--- src/logic/pts_consts.vh ---
// Constants for the process timer and supervision block.
`ifndef PTS_CONSTS_VH
`define PTS_CONSTS_VH
// Register byte offsets on the APB.
`define PTS_OFF_CTRL 12'h000
`define PTS_OFF_TIMER 12'h004
`define PTS_OFF_PROC 12'h008
`define PTS_OFF_STATUS 12'h00C
`define PTS_OFF_COUNT 12'h010
// Control register fields.
`define PTS_C_RUN 0
`define PTS_C_BLK0 1
`define PTS_C_BLK1 2
`define PTS_C_SB0 3
`define PTS_C_SB1 4
`define PTS_C_PID 5
`define PTS_C_ENDRUN 6
`define PTS_C_ONEND 7
`define PTS_C_BASE 8
`define PTS_C_DOWN 9
`define PTS_C_TRIG_LO 10
`define PTS_C_LBD_LO 16
`define PTS_C_PCT_LO 24
`define PTS_CTRL_RESET 32'h0000_0000
`define PTS_CTRL_MASK 32'h7FFF_FFFF
// Trigger selections.
`define PTS_TRIG_OFF 2'h0
`define PTS_TRIG_SP 2'h1
`define PTS_TRIG_KEY 2'h2
`define PTS_TRIG_RUN 2'h3
// Timing: one-second tick and key press lengths, 200 MHz clock.
`define PTS_CLK_HZ 200000000
`define PTS_SHORT_MS 1000
`define PTS_LONG_MS 3000
`define PTS_FAST_DIV 8'h08
`define PTS_SLOW_DIV 8'h20
`define PTS_PCT_MAX 7'h64
`endif

--- src/logic/pts_supervisor.v ---
// Supervisory logic: alarm blocking, run gate, safe output, loop break, timers.
`timescale 1ns/100ps
`default_nettype none
`include "pts_consts.vh"
module pts_supervisor #(
  parameter [27:0] TICK_CYCLES = 28'd200000000,
  parameter [7:0] SHORT_TICKS = 8'd1,
  parameter [7:0] LONG_TICKS = 8'd3
) (
  input wire pclk,
  input wire presetn,
  input wire psel,
  input wire penable,
  input wire pwrite,
  input wire [11:0] paddr,
  input wire [31:0] pwdata,
  output reg [31:0] prdata,
  output reg pready,
  output reg pslverr,
  input wire [1:0] alarm_cond_in,
  input wire sensor_fault_in,
  input wire pv_at_sp_in,
  input wire pv_react_in,
  input wire key_in,
  input wire [6:0] ctrl_pct_in,
  output reg [6:0] ctrl_pct_out,
  output reg [1:0] alarm_out,
  output reg loop_break_out,
  output reg primary_timer_out,
  output reg secondary_timer_out,
  output reg run_lamp,
  output reg primary_timer_lamp,
  output reg secondary_timer_lamp
);
  // Timer states.
  localparam [2:0] ST_IDLE = 3'd0;
  localparam [2:0] ST_T1 = 3'd1;
  localparam [2:0] ST_T2 = 3'd2;
  localparam [2:0] ST_DONE = 3'd3;
  // Configuration and status registers.
  reg [31:0] ctrl_reg; // Mode, enables, loop interval, safe percentage.
  reg [31:0] timer_reg; // Low half primary, high half secondary interval.
  reg run_reg; // Effective run enable; also cleared by end of sequence.
  reg [31:0] rd_next; // Read data mux.
  // Synchronisers for the alarm, fault, setpoint, reaction and key pins: two flops before any logic reads them.
  reg [5:0] sync1_reg;
  reg [5:0] sync2_reg;
  wire [1:0] alarm_s = sync2_reg[1:0];
  wire fault_s = sync2_reg[2];
  wire at_sp_s = sync2_reg[3];
  wire react_s = sync2_reg[4];
  wire key_s = sync2_reg[5];
  // Field decode.
  wire [1:0] trig = ctrl_reg[`PTS_C_TRIG_LO+1:`PTS_C_TRIG_LO];
  wire [7:0] lbd_min = ctrl_reg[`PTS_C_LBD_LO+7:`PTS_C_LBD_LO];
  wire [6:0] safe_pct = ctrl_reg[`PTS_C_PCT_LO+6:`PTS_C_PCT_LO];
  wire [1:0] blk_en = {ctrl_reg[`PTS_C_BLK1], ctrl_reg[`PTS_C_BLK0]};
  wire [1:0] sb_fn = {ctrl_reg[`PTS_C_SB1], ctrl_reg[`PTS_C_SB0]};
  // Bus strobes.
  wire wr_en = psel & penable & pwrite;
  wire rd_en = psel & penable & ~pwrite;

  // Returns whether an address is one of the mapped words.
  function mapped;
    input [11:0] a;
    begin
      mapped = (a == `PTS_OFF_CTRL) || (a == `PTS_OFF_TIMER) ||
               (a == `PTS_OFF_PROC) || (a == `PTS_OFF_STATUS) ||
               (a == `PTS_OFF_COUNT);
    end
  endfunction

  // Clamps a safe percentage to what the control mode accepts.
  function [6:0] legal_pct;
    input [6:0] v;
    input pid;
    begin
      if (pid) begin
        legal_pct = (v > `PTS_PCT_MAX) ? `PTS_PCT_MAX : v;
      end else begin
        legal_pct = (v >= 7'h32) ? `PTS_PCT_MAX : 7'h00;
      end
    end
  endfunction

  // Input synchroniser chain.
  always @(posedge pclk or negedge presetn) begin
    if (!presetn) begin
      sync1_reg <= 6'h00;
      sync2_reg <= 6'h00;
    end else begin
      sync1_reg <= {key_in, pv_react_in, pv_at_sp_in, sensor_fault_in,
                    alarm_cond_in};
      sync2_reg <= sync1_reg;
    end
  end

  // Prescaler: one-second tick and lamp flash enables.
  reg [27:0] pre_reg;
  reg tick_reg;
  reg [7:0] flash_reg;
  always @(posedge pclk or negedge presetn) begin
    if (!presetn) begin
      pre_reg <= 28'h0000000;
      tick_reg <= 1'b0;
      flash_reg <= 8'h00;
    end else begin
      tick_reg <= 1'b0;
      if (pre_reg == TICK_CYCLES - 28'd1) begin
        pre_reg <= 28'h0000000;
        tick_reg <= 1'b1;
      end else begin
        pre_reg <= pre_reg + 28'd1;
      end
      if (pre_reg[19:0] == 20'h00000) begin
        flash_reg <= flash_reg + 8'h01;
      end
    end
  end
  wire slow_blink = flash_reg[5];
  wire fast_blink = flash_reg[3];

  // APB register writes; run bit also cleared by end of timer sequence.
  reg seq_end; // Pulse from the timer when the full sequence completes or a long key press ends it.
  always @(posedge pclk or negedge presetn) begin
    if (!presetn) begin
      ctrl_reg <= `PTS_CTRL_RESET;
      timer_reg <= 32'h00000000;
      run_reg <= 1'b0;
    end else begin
      if (wr_en && paddr == `PTS_OFF_CTRL) begin
        ctrl_reg <= pwdata & `PTS_CTRL_MASK;
        run_reg <= pwdata[`PTS_C_RUN];
      end else if (seq_end && ctrl_reg[`PTS_C_ENDRUN]) begin
        run_reg <= 1'b0;
      end
      if (wr_en && paddr == `PTS_OFF_TIMER) begin
        timer_reg <= pwdata;
      end
    end
  end

  // Start-up alarm blocking per channel.
  reg [1:0] blocked_reg;
  reg first_reg;
  genvar g;
  generate
    for (g = 0; g < 2; g = g + 1) begin : g_blk
      always @(posedge pclk or negedge presetn) begin
        if (!presetn) begin
          blocked_reg[g] <= 1'b0;
        end else if (first_reg) begin
          // Record presence at start-up; enables apply at the output, so
          // software may set them after the boot sample has been taken.
          blocked_reg[g] <= alarm_s[g];
        end else if (blocked_reg[g] && !alarm_s[g]) begin
          blocked_reg[g] <= 1'b0;
        end
      end
    end
  endgenerate
  // First-cycle marker, held until synchronisers have filled.
  reg [1:0] boot_reg;
  always @(posedge pclk or negedge presetn) begin
    if (!presetn) begin
      boot_reg <= 2'h0;
      first_reg <= 1'b0;
    end else begin
      if (boot_reg != 2'h3) begin
        boot_reg <= boot_reg + 2'h1;
      end
      first_reg <= (boot_reg == 2'h2);
    end
  end

  // Loop break: count minutes without PV reaction.
  reg [5:0] lb_sec_reg;
  reg [7:0] lb_min_reg;
  reg lb_event_reg;
  always @(posedge pclk or negedge presetn) begin
    if (!presetn) begin
      lb_sec_reg <= 6'h00;
      lb_min_reg <= 8'h00;
      lb_event_reg <= 1'b0;
    end else if (lbd_min == 8'h00 || !run_reg || react_s) begin
      lb_sec_reg <= 6'h00;
      lb_min_reg <= 8'h00;
      lb_event_reg <= 1'b0;
    end else if (tick_reg) begin
      if (lb_sec_reg == 6'd59) begin
        lb_sec_reg <= 6'h00;
        if (lb_min_reg + 8'h01 >= lbd_min) begin
          lb_event_reg <= 1'b1;
        end else begin
          lb_min_reg <= lb_min_reg + 8'h01;
        end
      end else begin
        lb_sec_reg <= lb_sec_reg + 6'h01;
      end
    end
  end

  // Key press length measured in seconds while held.
  reg [7:0] hold_reg;
  reg key_d_reg;
  reg short_reg;
  reg long_reg;
  always @(posedge pclk or negedge presetn) begin
    if (!presetn) begin
      hold_reg <= 8'h00;
      key_d_reg <= 1'b0;
      short_reg <= 1'b0;
      long_reg <= 1'b0;
    end else begin
      key_d_reg <= key_s;
      short_reg <= 1'b0;
      long_reg <= 1'b0;
      if (key_s) begin
        if (tick_reg && hold_reg != 8'hFF) begin
          hold_reg <= hold_reg + 8'h01;
        end
        if (tick_reg && hold_reg + 8'h01 == LONG_TICKS) begin
          long_reg <= 1'b1;
        end
      end else begin
        hold_reg <= 8'h00;
        if (key_d_reg && hold_reg >= SHORT_TICKS - 8'h01 &&
            hold_reg < LONG_TICKS) begin
          short_reg <= 1'b1;
        end
      end
    end
  end

  // Two-stage timer sequencer with sub-unit counter.
  reg [2:0] st_reg;
  reg paused_reg;
  reg [5:0] sub_reg;
  reg [15:0] cnt_reg;
  reg run_d_reg;
  reg at_sp_d_reg;
  wire [15:0] t1_len = timer_reg[15:0];
  wire [15:0] t2_len = timer_reg[31:16];
  wire key_ok = (trig == `PTS_TRIG_KEY) && run_reg;
  wire start = (st_reg == ST_IDLE || st_reg == ST_DONE) && (
    (trig == `PTS_TRIG_SP && at_sp_s && !at_sp_d_reg) ||
    (key_ok && short_reg) ||
    (trig == `PTS_TRIG_RUN && run_reg && !run_d_reg));
  wire down = ctrl_reg[`PTS_C_DOWN];
  // Sub-unit rollover: 60 s per minute in HH:MM, 1 s in MM:SS.
  wire unit_step = tick_reg && (!ctrl_reg[`PTS_C_BASE] ||
                   sub_reg == 6'd59);
  wire [15:0] cur_len = (st_reg == ST_T1) ? t1_len : t2_len;
  wire expire = down ? (cnt_reg <= 16'h0001) :
                (cnt_reg + 16'h0001 >= cur_len);
  always @(posedge pclk or negedge presetn) begin
    if (!presetn) begin
      st_reg <= ST_IDLE;
      paused_reg <= 1'b0;
      sub_reg <= 6'h00;
      cnt_reg <= 16'h0000;
      run_d_reg <= 1'b0;
      at_sp_d_reg <= 1'b0;
      seq_end <= 1'b0;
    end else begin
      run_d_reg <= run_reg;
      at_sp_d_reg <= at_sp_s;
      seq_end <= 1'b0;
      if (trig == `PTS_TRIG_OFF) begin
        st_reg <= ST_IDLE;
        paused_reg <= 1'b0;
      end else if (start) begin
        st_reg <= ST_T1;
        paused_reg <= 1'b0;
        sub_reg <= 6'h00;
        cnt_reg <= down ? t1_len : 16'h0000;
      end else if (st_reg == ST_T1 || st_reg == ST_T2) begin
        if (key_ok && long_reg) begin
          st_reg <= ST_DONE;
          paused_reg <= 1'b0;
          seq_end <= 1'b1;
        end else if (key_ok && short_reg) begin
          paused_reg <= ~paused_reg;
        end else if (!paused_reg && tick_reg) begin
          sub_reg <= (sub_reg == 6'd59) ? 6'h00 : sub_reg + 6'h01;
          if (unit_step) begin
            if (expire && st_reg == ST_T1) begin
              st_reg <= ST_T2;
              sub_reg <= 6'h00;
              cnt_reg <= down ? t2_len : 16'h0000;
            end else if (expire) begin
              st_reg <= ST_DONE;
              seq_end <= 1'b1;
              cnt_reg <= down ? 16'h0000 : cur_len;
            end else begin
              cnt_reg <= down ? cnt_reg - 16'h0001 : cnt_reg + 16'h0001;
            end
          end
        end
      end
    end
  end

  // Output stage: every output from a flop; percentage, alarm and loop-break outputs gated by run enable.
  wire t1_run = (st_reg == ST_T1);
  wire t2_run = (st_reg == ST_T2);
  wire t1_after = (st_reg == ST_T2) || (st_reg == ST_DONE);
  wire on_end = ctrl_reg[`PTS_C_ONEND];
  wire [6:0] safe = legal_pct(safe_pct, ctrl_reg[`PTS_C_PID]);
  always @(posedge pclk or negedge presetn) begin
    if (!presetn) begin
      ctrl_pct_out <= 7'h00;
      alarm_out <= 2'h0;
      loop_break_out <= 1'b0;
      primary_timer_out <= 1'b0;
      secondary_timer_out <= 1'b0;
      run_lamp <= 1'b0;
      primary_timer_lamp <= 1'b0;
      secondary_timer_lamp <= 1'b0;
    end else begin
      run_lamp <= run_reg;
      if (!run_reg) begin
        ctrl_pct_out <= 7'h00;
        alarm_out <= 2'h0;
        loop_break_out <= 1'b0;
      end else begin
        ctrl_pct_out <= fault_s ? safe : ctrl_pct_in;
        alarm_out <= alarm_s & ~(blocked_reg & blk_en & ~sb_fn);
        loop_break_out <= lb_event_reg;
      end
      // Timer outputs run independently of the run gate.
      primary_timer_out <= on_end ? t1_after : t1_run;
      secondary_timer_out <= t2_run;
      if (t1_run) begin
        primary_timer_lamp <= paused_reg ? fast_blink : slow_blink;
      end else begin
        primary_timer_lamp <= on_end & t1_after;
      end
      if (t2_run) begin
        secondary_timer_lamp <= paused_reg ? fast_blink : slow_blink;
      end else begin
        secondary_timer_lamp <= 1'b0;
      end
    end
  end

  // Read mux.
  always @* begin
    case (paddr)
      `PTS_OFF_CTRL: rd_next = {ctrl_reg[31:1], run_reg};
      `PTS_OFF_TIMER: rd_next = timer_reg;
      `PTS_OFF_PROC: rd_next = {25'h0000000, safe};
      `PTS_OFF_STATUS: rd_next = {24'h000000, paused_reg, st_reg,
                                  lb_event_reg, blocked_reg, fault_s};
      `PTS_OFF_COUNT: rd_next = {16'h0000, cnt_reg};
      default: rd_next = 32'h00000000;
    endcase
  end

  // APB answer: no wait state, so pready rises in the first access cycle.
  always @(posedge pclk or negedge presetn) begin
    if (!presetn) begin
      prdata <= 32'h00000000;
      pready <= 1'b0;
      pslverr <= 1'b0;
    end else begin
      pready <= psel & ~penable;
      pslverr <= psel & ~penable & ~mapped(paddr);
      if (rd_en | (psel & ~pwrite)) begin
        prdata <= rd_next;
      end
    end
  end
endmodule
`default_nettype wire

--- config.mk ---
export PLATFORM = sky130hd
export DESIGN_NAME = pts_supervisor
export DESIGN_NICKNAME = d
export VERILOG_FILES = /design/src/logic/pts_supervisor.v
export VERILOG_INCLUDE_DIRS = /design/src /design/src/logic
export SDC_FILE = /design/constraint.sdc
export NUM_CORES = 1
export LEC_CHECK = 0
export BUFFER_PORTS_ARGS = -buffer_cell sky130_fd_sc_hd__buf_2
export CAP_MARGIN = 20
export CORE_MARGIN = 2
export CORE_UTILIZATION = 54
export DETAILED_ROUTE_END_ITERATION = 16
export PLACE_DENSITY = 0.84
export REMOVE_ABC_BUFFERS = 1
export SLEW_MARGIN = 25
export SYNTH_ARGS = -nofsm -noshare
export SYNTH_HDL_FRONTEND = slang
export SYNTH_SLANG_ARGS = --single-unit
--- constraint.sdc ---
create_clock -name pclk -period 3.9 [get_ports pclk]
set_input_delay 0.39 -clock pclk [delete_from_list [all_inputs] [get_ports pclk]]
set_output_delay 0.39 -clock pclk [all_outputs]
set_load 0.01 [all_outputs]
# Word-level counts from Yosys, hierarchy flattened
# Index checks and enable logic that the tools add are counted.
dict set report op_classes {
  add_sub_neg 9
  multipliers 0
  n_div 0
  order_cmp 7
  n_eq_ne 22
  shifts 0
  muxes 82
  bitwise 18
  reduce_logical 64
}
# operator count
set op_table {}
lappend op_table {{$mux 16} 13}
lappend op_table {{$pmux 32 s5} 1}
lappend op_table {{$mux 6} 11}
lappend op_table {{$mux 8} 6}
lappend op_table {{$mux 1} 35}
lappend op_table {{$mux 7} 5}
lappend op_table {{$add 28x1->28 const B} 1}
lappend op_table {{$eq 28x28->1 const B} 1}
lappend op_table {{$mux 28} 1}
lappend op_table {{$mux 3} 9}
lappend op_table {{$add 8x1->8 const B} 3}
lappend op_table {{$eq 12x4->1 const B} 2}
lappend op_table {{$logic_and 1x1->1} 20}
lappend op_table {{$logic_not 20->1} 1}
lappend op_table {{$reduce_bool 2->1} 9}
lappend op_table {{$add 16x1->16 const B} 1}
lappend op_table {{$ge 16x16->1} 1}
lappend op_table {{$le 16x1->1 const B} 1}
lappend op_table {{$sub 16x1->16 const B} 1}
lappend op_table {{$add 6x1->6 const B} 2}
lappend op_table {{$eq 12x3->1 const B} 1}
lappend op_table {{$eq 12x5->1 const B} 1}
lappend op_table {{$eq 6x6->1 const B} 2}
lappend op_table {{$logic_not 12->1} 1}
lappend op_table {{other kinds (33)} 73}
dict set report word_totals {
  reg_bits 221
  latchBits 0
  ramBits 0
  rom_bits 0
  in_bits 62
  out_inout_bits 49
  elab_cells 238
  n_memories 0
}

# Depth between registers and ports, before layout
dict set report depth {
  depth_word 13
  depth_mapped 16
  mapped_depth_nobuf 13
}

# Worst setup path after synthesis
# Ideal clock, no wire load.
dict set report synth_timing {
  path_type {register -> register}
  from {register st_reg[1]}
  to {register cnt_reg[0]}
  arrival_ns 4.067
  required_time_ns 3.831
  slack_ns -0.236
  stages_incl_launch_ff 15
  n_path_buf 4
  synth_period_minus_slack_ns 4.136
  cell_sequence {dfrtp_1 inv_1 ha_1 clkbuf_1 clkbuf_1 buf_1 mux2_2 ha_1 nand2b_1 a2111o_1 o2111ai_1 a32oi_4 buf_8 or4_2 nand3_1}
}
dict set report synth_between {
  elab_chain_cells 12
  word_cells_on_any_way 26
}
# item line_no
set synth_lines {}
lappend synth_lines {{start: declaration} pts_supervisor.v:236} ;# reg [2:0] st_reg;
lappend synth_lines {{start signal: assignment} pts_supervisor.v:258} ;# st_reg <= ST_IDLE;
lappend synth_lines {{start signal: assignment} pts_supervisor.v:270} ;# st_reg <= ST_IDLE;
lappend synth_lines {{start signal: assignment} pts_supervisor.v:273} ;# st_reg <= ST_T1;
lappend synth_lines {{$eq 3x1->1} {pts_supervisor.v:253, pts_supervisor.v:277, pts_supervisor.v:287}}
lappend synth_lines {{$mux 16} pts_supervisor.v:253} ;# wire [15:0] cur_len = (st_reg == ST_T1) ? t1_len : t2_len;
lappend synth_lines {{$ge 16x16->1} pts_supervisor.v:255} ;# (cnt_reg + 16'h0001 >= cur_len);
lappend synth_lines {{$mux 1} pts_supervisor.v:254} ;# wire expire = down ? (cnt_reg <= 16'h0001) :
lappend synth_lines {{$mux 16 / $logic_and 1x1->1 (equally long branches)} {pts_supervisor.v:291, pts_supervisor.v:287}}
lappend synth_lines {{$mux 16} pts_supervisor.v:287} ;# if (expire && st_reg == ST_T1) begin
lappend synth_lines {{$mux 16} pts_supervisor.v:286} ;# if (unit_step) begin
lappend synth_lines {{$mux 16} pts_supervisor.v:284} ;# end else if (!paused_reg && tick_reg) begin
lappend synth_lines {{$mux 16} pts_supervisor.v:282} ;# end else if (key_ok && short_reg) begin
lappend synth_lines {{$mux 16} pts_supervisor.v:278} ;# if (key_ok && long_reg) begin
lappend synth_lines {{$mux 16} pts_supervisor.v:277} ;# end else if (st_reg == ST_T1 || st_reg == ST_T2) begin
lappend synth_lines {{$mux 16} pts_supervisor.v:272} ;# end else if (start) begin
lappend synth_lines {{end signal: assignment} pts_supervisor.v:276} ;# cnt_reg <= down ? t1_len : 16'h0000;
lappend synth_lines {{end signal: assignment} pts_supervisor.v:290} ;# cnt_reg <= down ? t2_len : 16'h0000;
lappend synth_lines {{end signal: assignment} pts_supervisor.v:294} ;# cnt_reg <= down ? 16'h0000 : cur_len;
lappend synth_lines {{end: declaration} pts_supervisor.v:239} ;# reg [15:0] cnt_reg;
# Several ways; a longest one is shown, not always the timed one. The select of a mux whose other input is x is not followed.
# A chain may end at the register's enable or synchronous reset.

# Worst setup path after layout
dict set report layout_timing {
  from {register cnt_reg[0]}
  to {register cnt_reg[2]}
}
dict set report layout_between {
  elab_chain_cells 11
  word_cells_on_any_way 15
}
# item line_no
set layout_lines {}
lappend layout_lines {{$add 16x1->16} {pts_supervisor.v:255, pts_supervisor.v:296}}
lappend layout_lines {{$ge 16x16->1} pts_supervisor.v:255}
lappend layout_lines {{$mux 1} pts_supervisor.v:254}
lappend layout_lines {{$mux 16 / $logic_and 1x1->1 (equally long branches)} {pts_supervisor.v:291, pts_supervisor.v:287}}
lappend layout_lines {{$mux 16 *} pts_supervisor.v:287}
lappend layout_lines {{$mux 16 *} pts_supervisor.v:286}
lappend layout_lines {{$mux 16 *} pts_supervisor.v:284}
lappend layout_lines {{$mux 16 *} pts_supervisor.v:282}
lappend layout_lines {{$mux 16 *} pts_supervisor.v:278}
lappend layout_lines {{$mux 16 *} pts_supervisor.v:277}
lappend layout_lines {{$mux 16 *} pts_supervisor.v:272}
# Mark *: on every way between the ends. The rest lies on a longest branch, timed or not. The select of a mux whose other input is x is not followed.

==> run metrics <==
Clk Latency, worst-skew pair 0.52 ns; Crit path max-delay family simple AND/OR/NAND/NOR gates; fmax 271 MHz; Area Growth Syn to Fin 16.1%; Flop pwr share 48.1%; max-slew violation count 0; # rows 53; Num CTS Buffers 24; Synth cell types 80; vias in the first global route 9383; Tcrit/Tclk final 94.8%; LEAKAGE 6.10 nW; status completed; Initial Utilization 54.7%; Final setup viols 0; post-synthesis mux area share 7.53%; final instance area 0.0133 mm²; CTS tree yes; Worst-path clk slew 0.06 ns; Clk pwr share 48.5%; startpoint class of the critical path register; Max-slew headroom 38.9%; Seq/Total Area, Yosys 47.5%; Final #Nets 1353; First-pass DRT Iterations 9; synthesized flop and latch total 217; Synth Cell Area 0.0114 mm²; Detail Route Antenna Nets 0; routed vias 9401; slowest cell on the critical path dfrtp_1; Switching Fraction 21.4%; Worst Path Buf+Inv 1; Hold WC Path Type in -> reg; Compound-Gate Fraction of Synth Area 14.1%; count of input and output buffers 110; Area after DPL 0.0123 mm²; Slew @ Worst Pin 0.917 ns; WP data required 4.30 ns; post-synthesis cell count 1133; DR WL/cell 19.1 µm; RD Place Congestion 0.979; Largest stage delay, worst path 0.53 ns; largest net degree at the start of global routing 119; P_sw 1.01 mW; XOR/XNOR share of the synthesized area 5.60%; combinational family with the most area after synthesis simple AND/OR/NAND/NOR gates; setup TNS 0 ns; dpl hpwl 20600 µm; peak supply drop 398 µV; Hold Vio Cnt, Final 0; maximum net fanout on the critical path 12; Post-route DRC 0; total wire length 29500 µm; ys async rst share 100%; Sink Count 217; Synth Flop Type dfrtp_1; crit path time final 3.70 ns; GR Layer Usage met1 35.5%; CTS H-tree lvls 1; fillers 1667; post-synthesis simple-gate area fraction 17.3%; die area 0.0223 mm²; initial antenna violation count 2; crit path kind reg -> reg; root buffer cell clkbuf_16; 1st-iter DRT viols 857; maxcap violations 0; Clock Path Buffers 3; Avg Synthesized Cell Area 10.1 µm²; grt total ovfl 0; warnings from Yosys 0; aggregate global-route resource usage 27.0%; GR Layer Usage met3 5.00%; layout cell share with drive strength beyond 1 21.5%; post-synthesis adder-cell area fraction 4.27%; Cell Chain, Critical Path and3_1 -> and3_1 -> nand2_1 -> nor2_1 -> xor2_1 -> ha_1 -> nand4_1 -> nor3_1 -> o2111ai_2 -> a32oi_4 -> buf_4 -> a31oi_1 -> a221oi_1; met2 Resource Use GR 44.4%; Die Y-Extent 149 µm; I/O Pins 111; Core Area 0.0209 mm²; first-pass GRT wire length 48400 µm; most used routing layer met2; EDFF count, synth 0; cell internal pwr 3.73 mW; combinational group share of total power 3.4%; Via density 6.09; clock skew 0.00882 ns; CP arrival 4.10 ns; most used cell, CP and3_1; crit path capture type register; die width 149 µm; Power Density 358 mW/mm²
-- final cells by class --
| cell class | instances | area (µm²) | area share (%) |
|---|---|---|---|
| multi-input combinational | 821 | 5620 | 42.4 |
| clock inverter | 10 | 131 | 0.991 |
| antenna | 1 | 2.50 | 0.0189 |
| tap | 275 | 344 | 2.59 |
| sequential | 217 | 5430 | 40.9 |
| timing repair buffer | 156 | 948 | 7.15 |
| clock buffer | 31 | 668 | 5.04 |
| inverter | 32 | 120 | 0.906 |
-- through the flow --
step	utilization, %	setup WS [ns]	power (mW)	hold WS (ns)	cells
after floorplan	-	0.140	2.36	0.0944	1070
after global placement	59.0	0.362	2.47	0.333	1489
after detailed placement	59.0	0.171	2.48	0.336	1489
after CTS	63.2	0.148	4.78	0.0569	1537
after global routing	63.5	-0.0295	4.90	0.0755	1542
final	63.5	0.204	4.74	0.0732	1543
-- path summary, 6_finish.rpt --
path / from / to / slack [ns] / cells past startpoint
min reg2reg: sync1_reg[4] / sync2_reg[4] / 0.35 / 0
max reg2reg: cnt_reg[0] / cnt_reg[2] / 0.20 / 13
min in group asynchronous: presetn / timer_reg[24] / 0.50 / 2
max in group asynchronous: presetn / sync1_reg[4] / 2.37 / 3
min: penable / pready / 0.07 / 2
max: cnt_reg[0] / cnt_reg[2] / 0.20 / 13
-- cell families after synthesis --
family | count (synthesis)
simple gates | 400
compound gates | 231
flops | 217
buf+inv | 95
mux | 78
xor+xnor | 73
fa+ha+maj | 39
-- layer usage --
metal	wire (µm)	part of all wire [%]	vias to the layer above
met1	12000	41	4584
met3	2300	7.8	85
met5	15	0.051	-
met4	1130	3.8	2
met2	14100	48	400
li1	-	-	4330
-- cells in the mapped netlist (13+ instances only) --
| cell type | number | area, µm² |
|---|---|---|
| mux2_2 | 53 | 597 |
| a31oi_1 | 20 | 125 |
| xor2_1 | 26 | 228 |
| a222oi_1 | 15 | 150 |
| nor2_1 | 85 | 319 |
| ha_1 | 39 | 488 |
| xnor2_1 | 47 | 412 |
| nand4_1 | 18 | 113 |
| o21ai_0 | 65 | 325 |
| buf_2 | 13 | 65.1 |
| inv_1 | 31 | 116 |
| mux2i_1 | 23 | 230 |
| nand3_1 | 44 | 220 |
| a22oi_1 | 18 | 135 |
| nor3_1 | 24 | 120 |
| clkbuf_1 | 39 | 146 |
| and3_1 | 14 | 87.6 |
| dfrtp_1 | 217 | 5430 |
| a21oi_1 | 31 | 155 |
| nand2_1 | 129 | 484 |
-- power by group through the flow --
| stage | Clock, mW | Sequential [mW] | Combinational, mW |
|---|---|---|---|
| 2_1_floorplan | 0 | 2.32 | 0.0378 |
| 3_3_place_gp | 0 | 2.32 | 0.153 |
| 3_5_place_dp | 0 | 2.32 | 0.156 |
| 4_1_cts | 2.33 | 2.28 | 0.163 |
| 5_1_grt | 2.44 | 2.28 | 0.182 |
| 6_report | 2.30 | 2.28 | 0.162 |
-- what timing repair did --
action,in CTS,in global routing
setup endpoints to repair,0,15
hold endpoints to repair,21,0
hold buffers,7,0
buffers inserted,0,5
gates resized for setup,0,3
-- cell usage in the layout (no fill, tap or decap), types with 7 or more instances in the layout --
cell type	instances
buf_2	109
dlygate4sd3_1	7
nor4_1	12
nor2b_1	9
buf_4	37
nand2_1	129
nand2b_1	11
a222oi_1	15
nor2_1	85
mux2i_1	23
a221oi_1	9
inv_1	31
and2_1	11
xor2_1	26
o21ai_0	64
nand3_1	44
a21oi_1	30
dfrtp_1	217
nand4_1	18
nor3_1	24
a22oi_1	18
ha_1	39
xnor2_1	47
o21ba_2	10
a31oi_1	20
clkbuf_16	25
mux2_2	53
and3_1	14
Power figures use the tool's default switching activity.
